--- config.mk ---
export PLATFORM = sky130hd
export DESIGN_NAME = floppy_host_timing
export DESIGN_NICKNAME = d
export VERILOG_FILES = /design/src/logic/floppy_host_timing.v
export VERILOG_INCLUDE_DIRS = /design/src /design/src/common
export SDC_FILE = /design/constraint.sdc
export NUM_CORES = 1
export LEC_CHECK = 0
export ABC_AREA = 1
export BUFFER_PORTS_ARGS = -buffer_cell sky130_fd_sc_hd__buf_2
export CAP_MARGIN = 20
export CELL_PAD_IN_SITES_DETAIL_PLACEMENT = 0
export CELL_PAD_IN_SITES_GLOBAL_PLACEMENT = 1
export CORE_MARGIN = 4
export CORE_UTILIZATION = 38
export DETAILED_ROUTE_END_ITERATION = 8
export PLACE_DENSITY_LB_ADDON = 0.08
export RECOVER_POWER = 25
export SYNTH_ARGS = -nofsm -noshare
export SYNTH_HDL_FRONTEND = slang
export SYNTH_SLANG_ARGS = --single-unit
export TNS_END_PERCENT = 5
--- constraint.sdc ---
create_clock -name pclk -period 1.65 [get_ports pclk]
set_input_delay 0.165 -clock pclk [delete_from_list [all_inputs] [get_ports pclk]]
set_output_delay 0.165 -clock pclk [all_outputs]
set_load 0.1 [all_outputs]
--- src/common/floppy_timing_regs.vh ---
// Purpose: constants for the floppy host decode and bit/byte timing block
// Assumes: 125 MHz pclk, APB with 32-bit data
// Notes: offsets are byte addresses
`ifndef FLOPPY_TIMING_REGS_VH
`define FLOPPY_TIMING_REGS_VH

`define CTRL_OFFSET 8'h00
`define STATUS_OFFSET 8'h04

`define CTRL_WRITE_BIT 0
`define CTRL_RATE_LO 1
`define CTRL_RATE_HI 2
`define CTRL_SYNC_BIT 3
`define CTRL_RESET 4'h0

`define ST_BYTE_READY_BIT 0
`define ST_COUNT_LO 1
`define ST_COUNT_HI 4
`define ST_SELECT_BIT 5
`define ST_WAIT_BIT 6
`define ST_EXPIRED_BIT 7
`define ST_RX_LO 8
`define ST_RX_HI 15

`define CLK_MHZ 125
// 10 MHz local oscillator as a fractional step: 125 / 10 = 25 / 2
`define OSC_STEP 5'h02
`define OSC_WRAP 5'h19
`define BIT_DIV_TEN 4'h9
`define COUNT_FIRST 4'h1
`define COUNT_LOAD 4'h7
`define COUNT_READY 4'h8

`define BOARD_NIBBLE 4'hE
`define ALL_ONES_NIBBLE 4'hF
`define SEG_READ_SYNC 3'h5
`define SEG_WRITE_SYNC 3'h6

// longer than one byte at 125 kHz (64 us)
// 100 us of pclk, sized to the 16-bit timer so nothing is cut on assignment
`define TIMEOUT_CYCLES 16'h30D4

`endif

--- src/logic/floppy_host_timing.v ---
// Purpose: S-100 decode, board select, bit/byte timing and wait handshake
// Assumes: all pins asynchronous to pclk; recovered clock far slower than pclk
// Notes: registers over APB; one clock domain
//
// Function
// RL1: separator stays cleared with shift clock high while its clear input is low.
// RL2: separator aligns bit phase using phasing input during runs of zeros.
// RL3: recovered data high after a data pulse; sampled on recovered clock rise.
// RL4: recovered shift clock has one rising edge per bit cell.
// RL5: transceivers enabled when selected; toward CPU while read strobe high.
// RL6: internal reset from power-on, external clear or supply monitor.
// RL7: io write to switch nibble with low nibble E/F, gated by SOUT, clocks select.
// RL8: select flip-flop loads A0 on matching io write; one selects.
// RL9: reset state of select flip-flop is a build option.
// RL10: board select needs A15:12 = E on memory reference and select or extended bits.
// RL11: selected with A11 low enables program memory E000-E7FF.
// RL12: selected with A11 high decodes eight 256-byte segments E800-EFFF.
// RL13: outside writes local counters cleared; bit shift follows recovered clock.
// RL14: during write bit timing comes from free-running local oscillator.
// RL15: rate bits pick oscillator division per board variant.
// RL16: divided clock further divided by ten then two forms bit clock.
// RL17: bit shift counter divides by eight, counting 1 to 8, for byte-ready.
// RL18: on read byte-ready marks full byte; CPU reads within one bit time.
// RL19: on write byte-ready follows loading the CPU byte into the serializer.
// RL20: count seven during write loads shift registers as count enters ready.
// RL21: shift registers move on the inverse of bit shift.
// RL22: CPU held in wait until the one-bit transfer window arrives.
// RL23: byte-synchronous access waits until byte-ready rises.
// RL24: retriggerable timeout per access; ready low only while waiting and not expired.
// RL25: timeout length is a parameter longer than a slow byte time.
`timescale 1ns/1ns
`default_nettype none
`include "floppy_timing_regs.vh"

module floppy_host_timing #(
    parameter SELECT_AT_RESET = 1'b1,
    parameter EXT_ADDRESSING = 1'b0,
    parameter VARIANT_D = 1'b0,
    parameter [15:0] TIMEOUT_CYCLES = `TIMEOUT_CYCLES
) (
    input wire pclk,
    input wire presetn,
    input wire clk_en,
    input wire psel,
    input wire penable,
    input wire pwrite,
    input wire [7:0] paddr,
    input wire [31:0] pwdata,
    output reg [31:0] prdata,
    output wire pready,
    output wire pslverr,
    input wire [15:0] bus_addr,
    input wire [3:0] ext_addr,
    input wire [7:0] bus_dout,
    input wire [3:0] port_switch,
    input wire bus_pwr_n,
    input wire bus_pdbin,
    input wire bus_sout,
    input wire bus_sinp,
    input wire poc_n,
    input wire extclr_n,
    input wire supply_fail,
    input wire recovered_shift_clock,
    input wire recovered_clock_bit,
    input wire recovered_data_bit,
    output reg [7:0] bus_din,
    output reg board_select_n,
    output reg rom_enable_n,
    output reg [7:0] segment_select_n,
    output reg xcvr_enable,
    output reg xcvr_to_cpu,
    output wire prdy,
    output reg separator_clear_n,
    output reg separator_sync_n,
    output reg [1:0] rate_select,
    output reg write_data_out,
    output reg internal_reset
);

////////////////////////////////////////////////////////////////////////////////
// pin synchronisers
// every backplane and separator pin is asynchronous to pclk, so all of them
// pass two flops before any decode reads them; this costs three pclk edges of
// latency on selects and on the wait line, which the cpu strobes easily cover.
// the synchroniser flops reset to zero, so the active-low reset pins read as
// asserted for a few edges after presetn rises: internal reset therefore
// always covers that window and the select flop starts from its build value.
// the clock bit from the separator is synchronised with the rest but not used
// here; it belongs to the address-mark compare, which lives outside this block.
localparam SW = 42;
wire [SW-1:0] raw = {bus_addr, ext_addr, bus_dout, port_switch, bus_pwr_n, bus_pdbin,
                     bus_sout, bus_sinp, poc_n, extclr_n, supply_fail,
                     recovered_shift_clock, recovered_clock_bit, recovered_data_bit};
reg [SW-1:0] meta_q;
reg [SW-1:0] sync_q;
genvar g;
generate
    for (g = 0; g < SW; g = g + 1) begin : sync_bit
        always @(posedge pclk or negedge presetn) begin
            if (!presetn) begin
                meta_q[g] <= 1'b0;
                sync_q[g] <= 1'b0;
            end else if (clk_en) begin
                meta_q[g] <= raw[g];
                sync_q[g] <= meta_q[g];
            end
        end
    end
endgenerate

wire [15:0] a = sync_q[41:26];
wire [3:0] ea = sync_q[25:22];
wire [7:0] dout_s = sync_q[21:14];
wire [3:0] sw_s = sync_q[13:10];
wire pwr_n_s = sync_q[9];
wire pdbin_s = sync_q[8];
wire sout_s = sync_q[7];
wire sinp_s = sync_q[6];
wire rst_req = !sync_q[5] || !sync_q[4] || sync_q[3]; // RL6
wire rclk_s = sync_q[2];
wire rdat_s = sync_q[0];

////////////////////////////////////////////////////////////////////////////////
// registers
reg [3:0] ctrl_q;
wire wr_mode = ctrl_q[`CTRL_WRITE_BIT];
wire [1:0] rate = ctrl_q[`CTRL_RATE_HI:`CTRL_RATE_LO];
reg select_q;
reg io_match_q;
reg access_q;
reg wait_q;
reg [15:0] timer_q;
reg [4:0] osc_q;
reg [1:0] rdiv_q;
reg [3:0] div10_q;
reg half_q;
reg shift_q;
reg [3:0] cnt_q;
reg [7:0] ser_q;
reg [7:0] des_q;
reg [7:0] tx_q;
reg [7:0] rx_q;
reg bit_q;
reg rclk_q;

wire mem_ref = !sout_s && !sinp_s;
wire ext_ok = EXT_ADDRESSING ? (ea == `ALL_ONES_NIBBLE) : 1'b0;
wire board_sel = mem_ref && (a[15:12] == `BOARD_NIBBLE) && (select_q || ext_ok); // RL10
wire io_match = (a[7:4] == sw_s) && (a[3:1] == 3'h7) && !pwr_n_s && sout_s; // RL7
wire strobe = pdbin_s || !pwr_n_s;
wire access = board_sel && strobe;
wire access_start = access && !access_q;
wire seg_hit = board_sel && a[11];
wire rd_sync = access_start && seg_hit && (a[10:8] == `SEG_READ_SYNC) && pdbin_s;
wire wr_sync = access_start && seg_hit && (a[10:8] == `SEG_WRITE_SYNC) && !pwr_n_s;

// rate division: terminal count of the prescaler per variant
reg [1:0] rdiv_max;
always @* begin
    if (VARIANT_D) begin
        rdiv_max = (rate == 2'h1) ? 2'h1 : 2'h3; // RL15
    end else begin
        rdiv_max = (rate == 2'h3) ? 2'h0 : 2'h1; // RL15
    end
end

wire osc_tick = (osc_q + `OSC_STEP) >= `OSC_WRAP;
wire pre_tick = osc_tick && (rdiv_q == rdiv_max);
wire bit_shift = wr_mode ? half_q : rclk_s; // RL13 RL14
wire shift_rise = bit_shift && !shift_q;
wire shift_fall = !bit_shift && shift_q;
wire byte_ready = (cnt_q == `COUNT_READY);
wire ready_rise = shift_rise && (cnt_q == `COUNT_LOAD);
wire expired = (timer_q == 16'h0000);
assign prdy = !(wait_q && !expired); // RL24

////////////////////////////////////////////////////////////////////////////////
// board select, decode and transceiver control
always @(posedge pclk or negedge presetn) begin
    if (!presetn) begin
        internal_reset <= 1'b1;
        select_q <= 1'b0;
        io_match_q <= 1'b0;
        board_select_n <= 1'b1;
        rom_enable_n <= 1'b1;
        segment_select_n <= 8'hFF;
        xcvr_enable <= 1'b0;
        xcvr_to_cpu <= 1'b0;
    end else if (clk_en) begin
        internal_reset <= rst_req;
        io_match_q <= io_match;
        if (rst_req) begin
            select_q <= SELECT_AT_RESET; // RL9
        end else if (io_match && !io_match_q) begin
            select_q <= a[0]; // RL8
        end
        board_select_n <= !board_sel;
        rom_enable_n <= !(board_sel && !a[11]); // RL11
        segment_select_n <= seg_hit ? ~(8'h01 << a[10:8]) : 8'hFF; // RL12
        xcvr_enable <= board_sel; // RL5
        xcvr_to_cpu <= pdbin_s; // RL5
    end
end

////////////////////////////////////////////////////////////////////////////////
// local bit timing; dividers held clear outside writes so a write starts in phase, oscillator runs free
always @(posedge pclk or negedge presetn) begin
    if (!presetn) begin
        osc_q <= 5'h00;
        rdiv_q <= 2'h0;
        div10_q <= 4'h0;
        half_q <= 1'b0;
    end else if (clk_en) begin
        osc_q <= osc_tick ? osc_q + `OSC_STEP - `OSC_WRAP : osc_q + `OSC_STEP; // RL14
        if (!wr_mode || internal_reset) begin
            rdiv_q <= 2'h0; // RL13
            div10_q <= 4'h0;
            half_q <= 1'b0;
        end else begin
            if (osc_tick) begin
                rdiv_q <= (rdiv_q == rdiv_max) ? 2'h0 : rdiv_q + 2'h1;
            end
            if (pre_tick) begin
                div10_q <= (div10_q == `BIT_DIV_TEN) ? 4'h0 : div10_q + 4'h1; // RL16
                if (div10_q == `BIT_DIV_TEN) begin
                    half_q <= !half_q; // RL16
                end
            end
        end
    end
end

////////////////////////////////////////////////////////////////////////////////
// byte timing and shift registers
always @(posedge pclk or negedge presetn) begin
    if (!presetn) begin
        shift_q <= 1'b0;
        rclk_q <= 1'b0;
        bit_q <= 1'b0;
        cnt_q <= `COUNT_FIRST;
        ser_q <= 8'h00;
        des_q <= 8'h00;
        rx_q <= 8'h00;
        write_data_out <= 1'b0;
    end else if (clk_en) begin
        shift_q <= bit_shift;
        rclk_q <= rclk_s;
        if (rclk_s && !rclk_q) begin
            bit_q <= rdat_s; // RL3
        end
        if (internal_reset) begin
            cnt_q <= `COUNT_FIRST;
        end else if (shift_rise) begin
            cnt_q <= byte_ready ? `COUNT_FIRST : cnt_q + 4'h1; // RL17
        end
        if (ready_rise && wr_mode) begin
            ser_q <= tx_q; // RL20
        end else if (shift_fall) begin
            ser_q <= {ser_q[6:0], 1'b0}; // RL21
            des_q <= {des_q[6:0], bit_q}; // RL21
            write_data_out <= wr_mode && ser_q[7];
        end
        if (ready_rise && !wr_mode) begin
            rx_q <= {des_q[6:0], bit_q}; // RL18
        end
    end
end

////////////////////////////////////////////////////////////////////////////////
// cpu wait handshake with retriggerable timeout
// the timer restarts on every board access, not only on synchronous ones, so a
// cpu that keeps touching the board never sees a stale expiry; a broken
// separator can stall the cpu for at most one timeout per access.
always @(posedge pclk or negedge presetn) begin
    if (!presetn) begin
        access_q <= 1'b0;
        wait_q <= 1'b0;
        timer_q <= 16'h0000;
        tx_q <= 8'h00;
        bus_din <= 8'h00;
    end else if (clk_en) begin
        access_q <= access;
        if (access_start) begin
            timer_q <= TIMEOUT_CYCLES; // RL24 RL25
        end else if (!expired) begin
            timer_q <= timer_q - 16'h0001;
        end
        // a new request wins over a byte-ready in the same cycle
        if (rd_sync || wr_sync) begin
            wait_q <= 1'b1; // RL22 RL23
        end else if (ready_rise || internal_reset) begin
            wait_q <= 1'b0; // RL23 RL19
        end
        if (wr_sync) begin
            tx_q <= dout_s;
        end
        bus_din <= rx_q; // RL18
    end
end

////////////////////////////////////////////////////////////////////////////////
// separator control pins
always @(posedge pclk or negedge presetn) begin
    if (!presetn) begin
        separator_clear_n <= 1'b1;
        separator_sync_n <= 1'b1;
        rate_select <= 2'h0;
    end else if (clk_en) begin
        separator_clear_n <= !wr_mode; // RL1
        separator_sync_n <= !ctrl_q[`CTRL_SYNC_BIT]; // RL2
        rate_select <= rate; // RL15
    end
end

////////////////////////////////////////////////////////////////////////////////
// apb slave: zero wait, read data captured in the setup cycle
wire mapped = (paddr == `CTRL_OFFSET) || (paddr == `STATUS_OFFSET);
assign pready = clk_en;
assign pslverr = psel && penable && (!mapped || (pwrite && paddr == `STATUS_OFFSET));

always @(posedge pclk or negedge presetn) begin
    if (!presetn) begin
        ctrl_q <= `CTRL_RESET;
        prdata <= 32'h00000000;
    end else if (clk_en) begin
        if (psel && penable && pwrite && paddr == `CTRL_OFFSET) begin
            ctrl_q <= pwdata[3:0];
        end
        if (psel && !penable) begin
            if (paddr == `CTRL_OFFSET) begin
                prdata <= {28'h0000000, ctrl_q};
            end else if (paddr == `STATUS_OFFSET) begin
                prdata <= {16'h0000, rx_q, !expired ? 1'b0 : 1'b1, wait_q, select_q, cnt_q, byte_ready};
            end else begin
                prdata <= 32'h00000000;
            end
        end
    end
end

endmodule // floppy_host_timing
`default_nettype wire

==> summary.md <==
| Metric | Value |
|---|---|
| CP required | `1.48 ns` |
| Layout cells sized above 1 | `21.3%` |
| Largest net degree at the start of global routing | `64` |
| Initial Utilization | `38.5%` |
| Pint | `8.79 mW` |
| Die area | `25400 um2` |
| Worst Hold Launch | `penable` |
| Post-Syn Instances | `1041` |
| Most common cell after layout, fill and taps aside | `nand2_1` |
| Clock Sinks | `190` |
| Clk_skew | `0.0144 ns` |
| Sequential share of the synthesized area | `54.9%` |
| Worst Hold Endpoint | `prdata[6]` |
| Nets | `1319` |
| First-pass GRT wire length | `33300 um` |
| Crit share post-route | `111%` |
| TritonRoute pass-1 iters | `5` |
| Util after Layout | `48.4%` |
| DP Area | `9810 um2` |
| Drt drc | `0` |
| EDFF count, synth | `0` |
| Switching power | `4.61 mW` |
| Total Routing Usage GR | `15.8%` |
| Crit path max fanout | `4` |
| R2R Path Start | `cnt_q[0]` |
| Ys Warns | `0` |
| Crit path cell chain | `inv_2 -> nand2_1 -> nor2_1 -> nand3_2 -> buf_6 -> nand2_4 -> buf_12` |
| CTS tree | `built` |
| Flop pwr share | `42.7%` |
| Post-route ant nets | `0` |
| RSZ-0062 raised after global routing | `yes` |
| Clk root buf | `clkbuf_16` |
| Critical path type | `reg -> out` |
| Fill cells | `2242` |
| Tmin final | `1.83 ns` |
| Min setup slack post-route | `-0.177 ns` |
| Initial antenna violation count | `0` |
| Switching share of power | `34.4%` |
| Number of global-route vias before repair | `6772` |
| Total grt overflow | `0` |
| Vias after detailed routing | `6791` |
| Peak supply drop | `0.582 mV` |
| Syn Area/Cell | `8.35 um2` |
| Worst Path Arrival | `1.66 ns` |
| R2r worst-path depth | `8` |
| Slowest CP cell | `dfrtp_1` |
| CP Launch Type | `flip-flop` |
| Top_reg_cell synth | `dfrtp_1` |
| LEAKAGE | `5.56 nW` |
| FF-to-FF setup slack | `0.03 ns` |
| CP Capture Type | `output port` |
| Commonest cells after routing, fill and taps aside | `399 x nand2_1, 176 x dfrtp_1, 94 x buf_2` |
| Actual slew at the worst max-slew pin | `0.914 ns` |
| Critical Path Source | `timer_q[2]` |
| CP peak stage delay | `0.41 ns` |
| Area delta synth->final | `25.5%` |
| WL/cell | `12.5 um` |
| Final hold violations | `0` |
| Drt total wl | `19000 um` |
| I/O pin total | `149` |
| Flops & latches, synth | `190` |
| Post-route cell area | `10900 um2` |
| Cell area after synthesis | `8700 um2` |
| Pwr dens | `1230 nW/um2` |
| Max Cap Viol | `0` |
| Final slew viol count | `0` |
| Failing checks | `setup timing` |
| Async set-reset flop share out of synthesis | `100%` |
| DRT iter0 DRCs | `368` |
| Hold crit path type | `in -> reg` |
| Slew Limit Headroom | `39.1%` |
| Hold path depth | `4` |
| Die Y-Extent | `159 um` |
| Max Clock Freq | `547 MHz` |
| Antenna Cells | `0` |
| Distinct cell type count after synthesis | `44` |
| Number of I/O port buffers | `99` |
| Clk pwr share | `31.2%` |
| Clock slew at reported path FFs | `0.07 ns` |
| Status | `complete, but fails checks` |
| Max H-tree Level | `4` |
| Row cnt | `55` |
| Later-pin clock latency in the skew report | `0.44 ns` |
| Reg2reg end | `ser_q[7]` |
| GPL Wtd Cong | `0.798` |
| Total CTS buffers | `17` |
| Vias/cell | `4.47` |
| Area of the core | `22600 um2` |
| Clock buffer depth | `2` |
| Logic pwr share | `26.1%` |
| Die W | `159 um` |
| Dpl hpwl | `13300 um` |
| Final setup fails | `1` |
critical path, delay by kind of cell, from the launching register on:
kind | cells | cell delay [ns]
simple gates | 4 | 0.41
buf+inv | 3 | 0.41
flops | 1 | 0.41
cell usage after synthesis (3+ instances only):
master | number | area (um2)
o21ai_1 | 11 | 55.1
xor2_1 | 10 | 87.6
buf_2 | 10 | 50.1
o211ai_1 | 3 | 22.5
nand3_1 | 61 | 305
nor2_1 | 63 | 236
buf_4 | 20 | 150
nor2_4 | 4 | 45.0
clkbuf_1 | 12 | 45.0
nor2_2 | 3 | 18.8
o21ai_2 | 7 | 61.3
a21oi_1 | 11 | 55.1
dfstp_2 | 14 | 368
ha_1 | 10 | 125
o21ai_0 | 75 | 375
nand4_1 | 8 | 50.1
inv_1 | 89 | 334
dfrtp_1 | 176 | 4400
nand3_2 | 4 | 40.0
inv_2 | 4 | 15.0
nand2_1 | 402 | 1510
nand2_2 | 7 | 43.8
nor3_1 | 6 | 30.0
buf_1 | 4 | 15.0
state kept, by name, indices dropped and copies added, names as in the netlist, 5 cells and up:
| register | flops |
|---|---|
| ser_q | 8 |
| timer_q | 16 |
| bus_din | 8 |
| tx_q | 8 |
| a | 16 |
| segment_select_n | 8 |
| rx_q | 8 |
| dout_s | 8 |
| osc_q | 5 |
| meta_q | 37 |
| des_q | 7 |
| prdata | 16 |
power groups by stage:
stage / clock (mW) / combinational [mW] / sequential (mW)
6_report: 4.18 / 3.49 / 5.72
5_1_grt: 4.49 / 4.01 / 5.80
3_3_place_gp: 0 / 3.27 / 5.79
4_1_cts: 4.30 / 3.45 / 5.71
2_1_floorplan: 0 / 2.03 / 5.94
3_5_place_dp: 0 / 3.28 / 5.80
final cells by class:
class	instances	area (um2)	share of cell area (%)
multi-input combinational	721	3420	31.3
clock inverter	14	169	1.55
sequential	190	4770	43.7
inverter	95	360	3.30
tap	285	357	3.27
timing repair buffer	196	1420	13.0
clock buffer	17	425	3.90
per-stage QoR:
| step | instances | hold WS, ns | power (mW) | setup slack [ns] | TNS, ns |
|---|---|---|---|---|---|
| floorplan | 1056 | -0.131 | 7.97 | -0.143 | -0.143 |
| global placement | 1442 | 0.106 | 9.05 | 0.00901 | 0 |
| detailed placement | 1442 | 0.106 | 9.08 | -0.0240 | -0.0529 |
| CTS | 1517 | 0.0520 | 13.5 | -0.215 | -0.253 |
| global route | 1518 | 0.108 | 14.3 | -0.282 | -2.42 |
| finish | 1518 | 0.0707 | 13.4 | -0.177 | -0.177 |
timing repair:
item                       CTS  global route
hold endpoints to repair   165             0
setup buffers                2             1
gates resized for setup     12            21
hold buffers                42             0
cloned                       0             0
setup endpoints to repair   13            55
pin swaps                    4             7
metal layers:
layer	vias up	GRT usage [%]	part of all wire (%)	routed length (um)
met5	-	0	0	0
met4	0	4.02	0.84	160
met3	11	3.60	4.3	811
met2	136	25.3	46	8680
met1	3047	21.9	49	9400
li1	3597	-	-	-
kinds of logic (layout without fill, tap and decap cells):
logic type / after synthesis / count (layout) / share of synthesized area [%]
buffers and inverters: 145 / 322 / 7.78
other: 1 / 16 / 0.0431
flip-flops: 190 / 190 / 54.9
adder cells (fa/ha/maj): 10 / 10 / 1.44
AND/OR/NAND/NOR: 568 / 568 / 27.3
AO/OA/AOI/OAI: 116 / 116 / 7.42
XOR/XNOR: 11 / 11 / 1.11
worst max path at each step:
stage                       to  slack, ns  depth (start not counted)
finish                    prdy      -0.18                          7
CTS                       prdy      -0.22                          8
detailed placement  div10_q[3]      -0.02                          9
global route              prdy      -0.28                          7
floorplan                 prdy      -0.14                          6
global placement    div10_q[1]      0.009                          9
No activity file was read; power rests on OpenSTA's default activity.
